**src/shared/rx_dma_pkg.sv**
```systemverilog
// constants and types shared by the receive dma device and its controller
package rx_dma_pkg;
   // device register indices, reached over the device's own port
   localparam logic [2:0]  IDX_MBS_LOW    = 3'h0;
   localparam logic [2:0]  IDX_MBS_HIGH   = 3'h1;
   localparam logic [2:0]  IDX_BC_LOW     = 3'h2;
   localparam logic [2:0]  IDX_BC_HIGH    = 3'h3;
   localparam logic [2:0]  IDX_CFG3_HIGH  = 3'h4;
   localparam logic [2:0]  IDX_IRQ_STATUS = 3'h5;
   localparam logic [2:0]  IDX_IRQ_MASK   = 3'h6;
   // field positions
   localparam int          POS_ENABLE_CMD = 7;
   localparam int          POS_LIMIT_DIS  = 6;
   localparam int          SIZE_HIGH_W    = 6;
   localparam int          POS_THRESHOLD  = 0;
   localparam int          POS_RBF        = 0;
   localparam int          POS_RX_TRANSFER_END_IRQ       = 1;
   // reset values
   localparam logic [7:0]  RST_MBS_LOW    = 8'hff;
   localparam logic [7:0]  RST_MBS_HIGH   = 8'h00;
   localparam logic [7:0]  RST_CFG3_HIGH  = 8'h00;
   localparam logic [7:0]  RST_IRQ_MASK   = 8'h00;
   // sizes
   localparam int          BLOCK_BYTES    = 32;
   localparam int          FIFO_DEPTH     = 64;
   // controller apb offsets and command/status field positions
   localparam logic [7:0]  OFS_DEV_CMD    = 8'h00;
   localparam logic [7:0]  OFS_DEV_DATA   = 8'h04;
   localparam logic [7:0]  OFS_DMA_BASE   = 8'h08;
   localparam logic [7:0]  OFS_DMA_COUNT  = 8'h0c;
   localparam logic [7:0]  OFS_STATUS     = 8'h10;
   localparam int          POS_CMD_DATA   = 8;
   localparam int          POS_CMD_WRITE  = 16;
   localparam int          POS_ST_REQ     = 0;
   localparam int          POS_ST_IRQ     = 1;

   typedef enum logic [1:0] {ST_IDLE, ST_WAIT, ST_BLOCK} dev_state_t;
endpackage

```
**src/shared/rx_dma_if.sv**
```systemverilog
// link between the receive dma device and the external dma controller
`timescale 1ns/10ps
`default_nettype none
interface rx_dma_if;
   logic       reg_wr;
   logic [2:0] reg_addr;
   logic [7:0] reg_wdata;
   logic [7:0] reg_rdata;
   logic       dma_req;
   logic       dma_ack;
   logic [7:0] dma_data;
   logic       irq;

   modport device (
      input  reg_wr,
      input  reg_addr,
      input  reg_wdata,
      input  dma_ack,
      output reg_rdata,
      output dma_req,
      output dma_data,
      output irq
   );

   modport controller (
      output reg_wr,
      output reg_addr,
      output reg_wdata,
      output dma_ack,
      input  reg_rdata,
      input  dma_req,
      input  dma_data,
      input  irq
   );
endinterface
`default_nettype wire

```
**src/hdl/rx_dma_device.sv**
```systemverilog
// receive dma support logic: receive fifo, block requests, buffer limit
`timescale 1ns/10ps
`default_nettype none
module rx_dma_device
   import rx_dma_pkg::*;
#(
   parameter int DEPTH = FIFO_DEPTH,
   parameter int BLOCK = BLOCK_BYTES
)
(
   input  wire logic       i_clk,
   input  wire logic       i_rst,
   input  wire logic       i_ce,
   rx_dma_if.device        link,
   input  wire logic       i_rx_valid,
   input  wire logic [7:0] i_rx_data,
   input  wire logic       i_rx_last,
   output var  logic       o_rx_ready
);
   localparam int AW = $clog2(DEPTH);
   localparam int BW = $clog2(BLOCK) + 1;
   localparam int SW = SIZE_HIGH_W + 8;

   logic [8:0]      mem [DEPTH];
   logic [AW-1:0]   wr_ptr;
   logic [AW-1:0]   rd_ptr;
   logic [AW:0]     level;
   logic [AW:0]     next_level;
   logic [AW:0]     eop_count;
   logic [7:0]      mbs_low;
   logic [6:0]      mbs_high;
   logic [1:0]      threshold;
   logic [7:0]      irq_status;
   logic [7:0]      irq_mask;
   logic [15:0]     byte_count;
   logic [15:0]     pkt_bytes;
   logic [SW-1:0]   tally;
   logic [SW-1:0]   max_size;
   logic [BW-1:0]   block_left;
   logic [BW-1:0]   block_size;
   dev_state_t      state;
   logic            push;
   logic            pop;
   logic            pop_last;
   logic            limit_on;
   logic            limit_hit;
   logic            enable_cmd;
   logic            start_block;
   logic            block_done;
   logic [7:0]      irq_set;
   logic [7:0]      irq_clr;

   assign push       = i_rx_valid & o_rx_ready;
   assign pop        = link.dma_ack & link.dma_req;
   assign pop_last   = pop & mem[rd_ptr][8];
   assign max_size   = {mbs_high[SIZE_HIGH_W-1:0], mbs_low};
   assign limit_on   = ~mbs_high[POS_LIMIT_DIS];
   assign limit_hit  = pop & limit_on & ((tally + SW'(1)) >= max_size);
   assign enable_cmd = link.reg_wr & (link.reg_addr == IDX_MBS_HIGH) & link.reg_wdata[POS_ENABLE_CMD];
   assign block_size = BW'(BLOCK >> threshold);
   assign block_done = pop & (block_left == BW'(1));
   assign start_block = (state == ST_WAIT) & ~enable_cmd
                        & ((level >= (AW+1)'(block_size)) | (eop_count != '0))
                        & (~limit_on | (tally < max_size));
   assign next_level = level + (AW+1)'(push) - (AW+1)'(pop);

   // receive fifo, one status flag per byte marks packet end
   always_ff @(posedge i_clk)
   begin
      if (i_ce && push)
      begin
         mem[wr_ptr] <= {i_rx_last, i_rx_data};
      end
   end

   always_ff @(posedge i_clk)
   begin
      if (i_rst)
      begin
         wr_ptr     <= '0;
         rd_ptr     <= '0;
         level      <= '0;
         eop_count  <= '0;
         o_rx_ready <= 1'b0;
      end
      else if (i_ce)
      begin
         if (push)
         begin
            wr_ptr <= wr_ptr + AW'(1);
         end
         if (pop)
         begin
            rd_ptr <= rd_ptr + AW'(1);
         end
         level      <= next_level;
         eop_count  <= eop_count + (AW+1)'(push & i_rx_last) - (AW+1)'(pop_last);
         o_rx_ready <= (next_level != (AW+1)'(DEPTH));
      end
   end

   // fifo head, refreshed every cycle; acks must be spaced two cycles apart
   always_ff @(posedge i_clk)
   begin
      if (i_rst)
      begin
         link.dma_data <= 8'h00;
      end
      else if (i_ce)
      begin
         link.dma_data <= mem[rd_ptr][7:0];
      end
   end

   always_ff @(posedge i_clk)
   begin
      if (i_rst)
      begin
         state        <= ST_IDLE;
         link.dma_req <= 1'b0;
         block_left   <= '0;
      end
      else if (i_ce)
      begin
         case (state)
            ST_IDLE:
            begin
               if (enable_cmd)
               begin
                  state <= ST_WAIT;
               end
            end
            ST_WAIT:
            begin
               if (start_block)
               begin
                  state        <= ST_BLOCK;
                  link.dma_req <= 1'b1;
                  block_left   <= block_size;
               end
            end
            ST_BLOCK:
            begin
               if (pop)
               begin
                  block_left <= block_left - BW'(1);
               end
               if (pop_last | limit_hit)
               begin
                  state        <= enable_cmd ? ST_WAIT : ST_IDLE;
                  link.dma_req <= 1'b0;
               end
               else if (block_done)
               begin
                  state        <= ST_WAIT;
                  link.dma_req <= 1'b0;
               end
            end
            default:
            begin
               state        <= ST_IDLE;
               link.dma_req <= 1'b0;
            end
         endcase
      end
   end

   // transferred byte tally and per-packet byte count
   always_ff @(posedge i_clk)
   begin
      if (i_rst)
      begin
         tally      <= '0;
         pkt_bytes  <= '0;
         byte_count <= '0;
      end
      else if (i_ce)
      begin
         if (enable_cmd)
         begin
            tally <= '0;
         end
         else if (pop)
         begin
            tally <= tally + SW'(1);
         end
         if (pop_last)
         begin
            byte_count <= pkt_bytes + 16'h0001;
            pkt_bytes  <= '0;
         end
         else if (pop)
         begin
            pkt_bytes <= pkt_bytes + 16'h0001;
         end
      end
   end

   // configuration registers
   always_ff @(posedge i_clk)
   begin
      if (i_rst)
      begin
         mbs_low   <= RST_MBS_LOW;
         mbs_high  <= RST_MBS_HIGH[6:0];
         threshold <= RST_CFG3_HIGH[POS_THRESHOLD +: 2];
         irq_mask  <= RST_IRQ_MASK;
      end
      else if (i_ce && link.reg_wr)
      begin
         case (link.reg_addr)
            IDX_MBS_LOW:   mbs_low   <= link.reg_wdata;
            IDX_MBS_HIGH:  mbs_high  <= link.reg_wdata[6:0];
            IDX_CFG3_HIGH: threshold <= link.reg_wdata[POS_THRESHOLD +: 2];
            IDX_IRQ_MASK:  irq_mask  <= link.reg_wdata;
            default:       mbs_low   <= mbs_low;
         endcase
      end
   end

   always_comb
   begin
      irq_set           = 8'h00;
      irq_set[POS_RBF]  = limit_hit;
      irq_set[POS_RX_TRANSFER_END_IRQ] = pop_last;
      irq_clr           = 8'h00;
      if (link.reg_wr && (link.reg_addr == IDX_IRQ_STATUS))
      begin
         irq_clr = link.reg_wdata;
      end
   end

   // sticky events; a set in the clearing cycle survives
   always_ff @(posedge i_clk)
   begin
      if (i_rst)
      begin
         irq_status <= 8'h00;
         link.irq   <= 1'b0;
      end
      else if (i_ce)
      begin
         irq_status <= (irq_status & ~irq_clr) | irq_set;
         link.irq   <= |(irq_status & irq_mask);
      end
   end

   always_ff @(posedge i_clk)
   begin
      if (i_rst)
      begin
         link.reg_rdata <= 8'h00;
      end
      else if (i_ce)
      begin
         case (link.reg_addr)
            IDX_MBS_LOW:    link.reg_rdata <= mbs_low;
            IDX_MBS_HIGH:   link.reg_rdata <= {state != ST_IDLE, mbs_high};
            IDX_BC_LOW:     link.reg_rdata <= byte_count[7:0];
            IDX_BC_HIGH:    link.reg_rdata <= byte_count[15:8];
            IDX_CFG3_HIGH:  link.reg_rdata <= {6'h00, threshold};
            IDX_IRQ_STATUS: link.reg_rdata <= irq_status;
            IDX_IRQ_MASK:   link.reg_rdata <= irq_mask;
            default:        link.reg_rdata <= 8'h00;
         endcase
      end
   end
endmodule
`default_nettype wire

```
**src/flat_wrapper.sv**
```systemverilog
// flat-port wrapper written by rule: the top's interface ports become plain ports
module rx_dma_device_flat import rx_dma_pkg::*;
#(
   parameter int DEPTH = FIFO_DEPTH,
   parameter int BLOCK = BLOCK_BYTES
)
  (i_clk, i_rst, i_ce, i_rx_valid, i_rx_data, i_rx_last, o_rx_ready, link_reg_wr, link_reg_addr, link_reg_wdata, link_dma_ack, link_reg_rdata, link_dma_req, link_dma_data, link_irq);
  rx_dma_if link_i ();
  input  wire logic i_clk;
  input  wire logic i_rst;
  input  wire logic i_ce;
  input  wire logic i_rx_valid;
  input  wire logic [7:0] i_rx_data;
  input  wire logic i_rx_last;
  output var  logic o_rx_ready;
  input wire logic [$bits(link_i.reg_wr)-1:0] link_reg_wr;
  input wire logic [$bits(link_i.reg_addr)-1:0] link_reg_addr;
  input wire logic [$bits(link_i.reg_wdata)-1:0] link_reg_wdata;
  input wire logic [$bits(link_i.dma_ack)-1:0] link_dma_ack;
  output wire logic [$bits(link_i.reg_rdata)-1:0] link_reg_rdata;
  output wire logic [$bits(link_i.dma_req)-1:0] link_dma_req;
  output wire logic [$bits(link_i.dma_data)-1:0] link_dma_data;
  output wire logic [$bits(link_i.irq)-1:0] link_irq;
  assign link_i.reg_wr = link_reg_wr;
  assign link_i.reg_addr = link_reg_addr;
  assign link_i.reg_wdata = link_reg_wdata;
  assign link_i.dma_ack = link_dma_ack;
  assign link_reg_rdata = link_i.reg_rdata;
  assign link_dma_req = link_i.dma_req;
  assign link_dma_data = link_i.dma_data;
  assign link_irq = link_i.irq;
  rx_dma_device #(.DEPTH(DEPTH), .BLOCK(BLOCK)) u_core (.i_clk(i_clk), .i_rst(i_rst), .i_ce(i_ce), .link(link_i), .i_rx_valid(i_rx_valid), .i_rx_data(i_rx_data), .i_rx_last(i_rx_last), .o_rx_ready(o_rx_ready));
endmodule
```
**config.mk**
```make
export PLATFORM = sky130hd
export DESIGN_NAME = rx_dma_device_flat
export DESIGN_NICKNAME = d
export VERILOG_FILES = /design/src/shared/rx_dma_pkg.sv /design/src/shared/rx_dma_if.sv /design/src/hdl/rx_dma_device.sv /design/src/flat_wrapper.sv
export SDC_FILE = /design/constraint.sdc
export NUM_CORES = 1
export LEC_CHECK = 0
export BUFFER_PORTS_ARGS = -buffer_cell sky130_fd_sc_hd__buf_2
export CAP_MARGIN = 0
export CELL_PAD_IN_SITES_DETAIL_PLACEMENT = 0
export CELL_PAD_IN_SITES_GLOBAL_PLACEMENT = 1
export CORE_ASPECT_RATIO = 1.4
export CORE_MARGIN = 3
export CORE_UTILIZATION = 54
export DETAILED_ROUTE_END_ITERATION = 10
export GPL_TIMING_DRIVEN = 0
export PLACE_DENSITY_LB_ADDON = 0.1
export SLEW_MARGIN = 20
export SYNTH_ARGS = -nofsm -noshare
export SYNTH_HDL_FRONTEND = slang
export SYNTH_SLANG_ARGS = --single-unit
```
**constraint.sdc**
```tcl
create_clock -name i_clk -period 5.35 [get_ports i_clk]
set_input_delay 0.2675 -clock i_clk [delete_from_list [all_inputs] [get_ports i_clk]]
set_output_delay 0.2675 -clock i_clk [all_outputs]
set_load 0.02 [all_outputs]
```
After elaboration in Yosys (flattened, before gate mapping). Memory sizes are Yosys's and may differ from the RTL's. A register that Yosys moved wholly into a read port is not among the register bits. Cells that the tools add are included.

Memory bits (writable): 576. Word-level logic and storage cells: 115. Memories kept: 1. Flip-flop bits (word level): 132. Input port bits: 26.

Memory list: u_core.mem (words 64, bits a word 9, rd ports 1, clocked after memory_dff 1, wr ports 1, line rx_dma_device.sv:24) `logic [8:0] mem [DEPTH];`.

Muxes and demuxes: 23. $lt $le $gt $ge: 3. Bitwise logic cells: 22. Eq/ne operators: 14. Shifts and indexed selects: 1. Add/subtract/negate cells: 9. Reduce and logical (&&, ||, !) cells: 23.

Operators with widths (number): $pmux 8 s7 (1); $mux 16 (2); $mux 14 (2); $mux 6 (4); $reduce_and 2->1 (9); $add 16x1->16 const B (1); $and 8x8->8 (2); $add 14x1->14 const B (1); $ge 14x14->1 (1); $lt 14x14->1 (1); $sub 7x1->7 (2); $add 6x1->6 const B (2); $and 1x1->1 (12); $pmux 6 s2 (1); $reduce_and 4->1 (3); $eq 3x3->1 const B (3); $mux 2 (4); $mux 8 (1); $not 8->8 (1); $or 8x2->8 (1); $reduce_bool 2->1 (4); $reduce_or 8->1 (1); $add 7x1->7 (1); $add 7x7->7 (1); 20 further kinds (34).

Depth between registers and ports, before layout.
Depth in word-level cells: 9. Depth in mapped cells: 21. Gate-level depth less buffers: 19.

Least setup slack after synthesis. No wires, ideal clock.

Path type: flip-flop to flip-flop. Start point: register (tool-made name). End point: register u_core.eop_count[6]. Period minus slack after synthesis: 3.730 ns. Required time: 5.222 ns. Slack: 1.620 ns. Stages on the path, launching flop included: 21. Data arrival time: 3.603 ns. Path buffers: 1. Cell sequence: dfxtp_1 buf_6 mux4_2 nor2b_1 a211oi_2 a21oi_1 a31oi_4 a21oi_1 ha_1 inv_1 ha_1 inv_1 fa_1 nand2b_1 a21oi_1 o21ai_0 a21oi_1 nor3_1 o21ai_0 xor2_1 nor2_1.

RTL lines: end signal, assigned (line rx_dma_device.sv:97) `eop_count <= eop_count + (AW+1)'(push & i_rx_last) - (AW+1)'(pop_last);`; end, declared (line rx_dma_device.sv:29) `logic [AW:0] eop_count;`.

==> flow_summary.toml <==
[setup_path]
worstSetupEndpointType = "register"
path_class = "register to register"
worst-path-max-fanout = 10
crit_required_ps = 5810
r2r_cells = 20
crit_path_start_kind = "register"
cp_data_arrival_time_ps = 5140
r2r_setup_slack_ps = 670
r2r_end = "u_core.eop_count[6]$_SDFFE_PP0P_"

[yosys]
synth-simple-area-share = 0.0620
synth-seq-cells = 714
syn-cell-area_um2 = 29600
synth_cell_types = 65
synth_area_per_cell_um2 = 16.4
synth_flop_cell = "edfxtp_1"
synth_top_area_frac = 0.584
synth_area_leaders = "edfxtp_1 (58%), mux4_2 (13%), dfxtp_1 (9.3%)"
synth_fa_ha_area_frac = 0.0241
synth.most_common_cell = "edfxtp_1"
synthArstFlopShare = 0
synth_top_area_cell = "edfxtp_1"
synth_seq_area_share = 0.677
yosys-top-cells-count = "edfxtp_1 (576), nor2_1 (179), mux4_2 (176)"
synth-edff-count = 576
synth-compound-area-share = 0.0441
synth_warnings = 0
synth-xor-area-share = 0.0124
synth_top_family_by_area = "multiplexers"
syn-instance-count = 1810
synth_nets = 1892
muxShareOfSynthArea = 0.159

[detailed_routing]
first_iter_violations = 1255
wl_per_cell_um = 26.7
drc_errors = 0
vias = 16400
drtAntennaViolNets = 0
wl_um = 72400
first_pass_iters = 5
viasPerCell = 6.06

[power]
power_density_nw_per_um2 = 346
ir_drop_mv = 0.324
p_leak_uw = 0.0108

[place]
port_buffers = 44
hpwl_um = 51500
place_congestion = 0.903
place_area_um2 = 30800

[cells_and_area]
final_cell_area_um2 = 33200
syn_to_final_growth_pct = 12.1
drive_above_1_share = 0.186
fillers = 4018
num_antenna_cells = 0
fin_nets = 2019

[outcome]
status = "finished, final reports clean"

[cts]
cts_buffer_depth = 3
post_cts_resized = 0
clk_pin_slew_worst_paths_ps = 60
htree_levels = 3
clock_latency_ps = 610
clock-sinks = 714
cts_tree = "done"
ctsRootBufferMaster = "clkbuf_16"
cts_buffers = 70

[global_routing]
grt_usage = 0.257
grt_pass1_wl_um = 109000
grt_max_degree = 66
overflow = 0
antenna_found_initial = 0
grt_pass1_vias = 17000

[die]
die-area_um2 = 57800
rows = 101
core-area_um2 = 54200
die_x_um = 204
die_y_um = 283
initial_core_util = 0.547
boundaryPins = 45

[sta]
rsz0062_at_grt = "false"
period_minus_slack_ps = 4680
timing.fmax_ghz = 0.214
worstMarginPinSlew_ps = 1130
fin_crit_sh = 0.874
clock_skew_ps = 13.0
finalSetupViolCount = 0
fin_setup_tns_ps = 0
finalHoldViolCount = 0
slew_headroom = 0.246
final_max_slew_viol_count = 0

[hold_path]
hold_class = "primary input to register"
worst_hold_path.endpoint = "u_core.mem[12][0]$_DFFE_PP_"
holdPathStages = 1
hp-start = "i_rx_data[0]"

[run]
max_cap_viol_count = 0
sequential cells by signal, summed over array words and instances (netlist names), 8 cells and up, named ones only:
name                   count
u_core.irq_status          8
u_core.pkt_bytes          16
u_core.irq_mask            8
u_core.byte_count         16
u_core.tally              14
u_core.mem               576
u_core.mbs_low             8
u_core.link.reg_rdata      8
u_core.link.dma_data       8
layout by cell type, fill, tap and decap left out, types with 12 or more instances in the layout:
cell	instances
buf_4	14
mux2i_1	55
nand2_1	83
a21oi_1	73
o211ai_1	14
a22oi_1	21
dfxtp_1	138
a211oi_1	16
buf_1	21
xnor2_1	25
xor2_1	17
nor2_1	179
clkbuf_16	74
ha_1	54
nor2b_1	14
edfxtp_1	576
clkbuf_1	63
buf_2	55
o21ai_0	28
inv_1	56
mux4_2	176
clkinv_1	12
nand3_1	36
metal layers:
metal | wire length, um | GRT usage | vias up
li1 | - | - | 7321
met1 | 26400 | 0.304 | 8451
met3 | 3300 | 0.0359 | 161
met4 | 4600 | 0.148 | 0
met2 | 38100 | 0.450 | 484
met5 | 0 | 0 | -
worst max-delay path by stage:
stage / from / to
final: register / u_core.eop_count[6]$_SDFFE_PP0P_
after global routing: u_core.tally[0]$_SDFFE_PP0P_ / u_core.link.dma_req$_SDFFE_PP0P_
after CTS: register / u_core.eop_count[6]$_SDFFE_PP0P_
after detailed placement: register / u_core.eop_count[6]$_SDFFE_PP0P_
after global placement: register / u_core.eop_count[6]$_SDFFE_PP0P_
after floorplan: register / u_core.eop_count[6]$_SDFFE_PP0P_
kinds of logic (layout without fill, tap and decap cells):
kind of cell	after synthesis	after routing
DFF	714	714
muxes	241	241
AOI/OAI and AO/OA	200	200
and+or+nand+nor	402	402
adders and majority gates	56	56
xor gates and xnor gates	42	42
buffers and inverters	155	335
layout make-up:
| class | count | area, um^2 | area share |
|---|---|---|---|
| sequential | 714 | 20100 | 0.604 |
| multi-input combinational | 941 | 8960 | 0.270 |
| clock buffer | 87 | 1910 | 0.0575 |
| tap | 721 | 902 | 0.0271 |
| buffer | 98 | 423 | 0.0127 |
| clock inverter | 38 | 419 | 0.0126 |
| timing repair buffer | 55 | 345 | 0.0104 |
| inverter | 57 | 214 | 0.00644 |
repair_timing:
action,in CTS,in global routing
setup endpoints to repair,0,0
hold endpoints to repair,27,0
hold buffers,9,0
buffers inserted,0,0
where the power goes:
group / internal (uW) / switching (uW) / total [uW]
logic: 161 / 299 / 459
clock network: 2940 / 2050 / 4980
registers: 6030 / 33.7 / 6060
total: 9120 / 2380 / 11500
worst max-delay path: stages (launching register included):
cell and delay (ps):
dfxtp_1 450, buf_2 370, buf_2 350, mux4_1 340
mux2i_1 160, a21oi_1 120, a31oi_4 360, a21oi_1 190
ha_1 300, inv_1 50, ha_1 150, inv_1 60
fa_1 410, nand2b_1 160, a21oi_1 200, o21ai_0 130
a21oi_1 200, nor3_1 60, o21ai_0 220, xor2_1 180
nor2_1 50
through the flow:
step	hold WS, ps	util	std cells	total power [uW]	setup WS (ps)
2_1_floorplan	355	-	1810	6440	1620
3_3_place_gp	434	0.567	2575	6620	701
3_5_place_dp	441	0.568	2577	6640	675
4_1_cts	190	0.613	2711	11600	642
5_1_grt	246	0.613	2711	11900	310
6_report	214	0.613	2711	11500	673
Note: power is estimated with default switching activity, not from simulation.
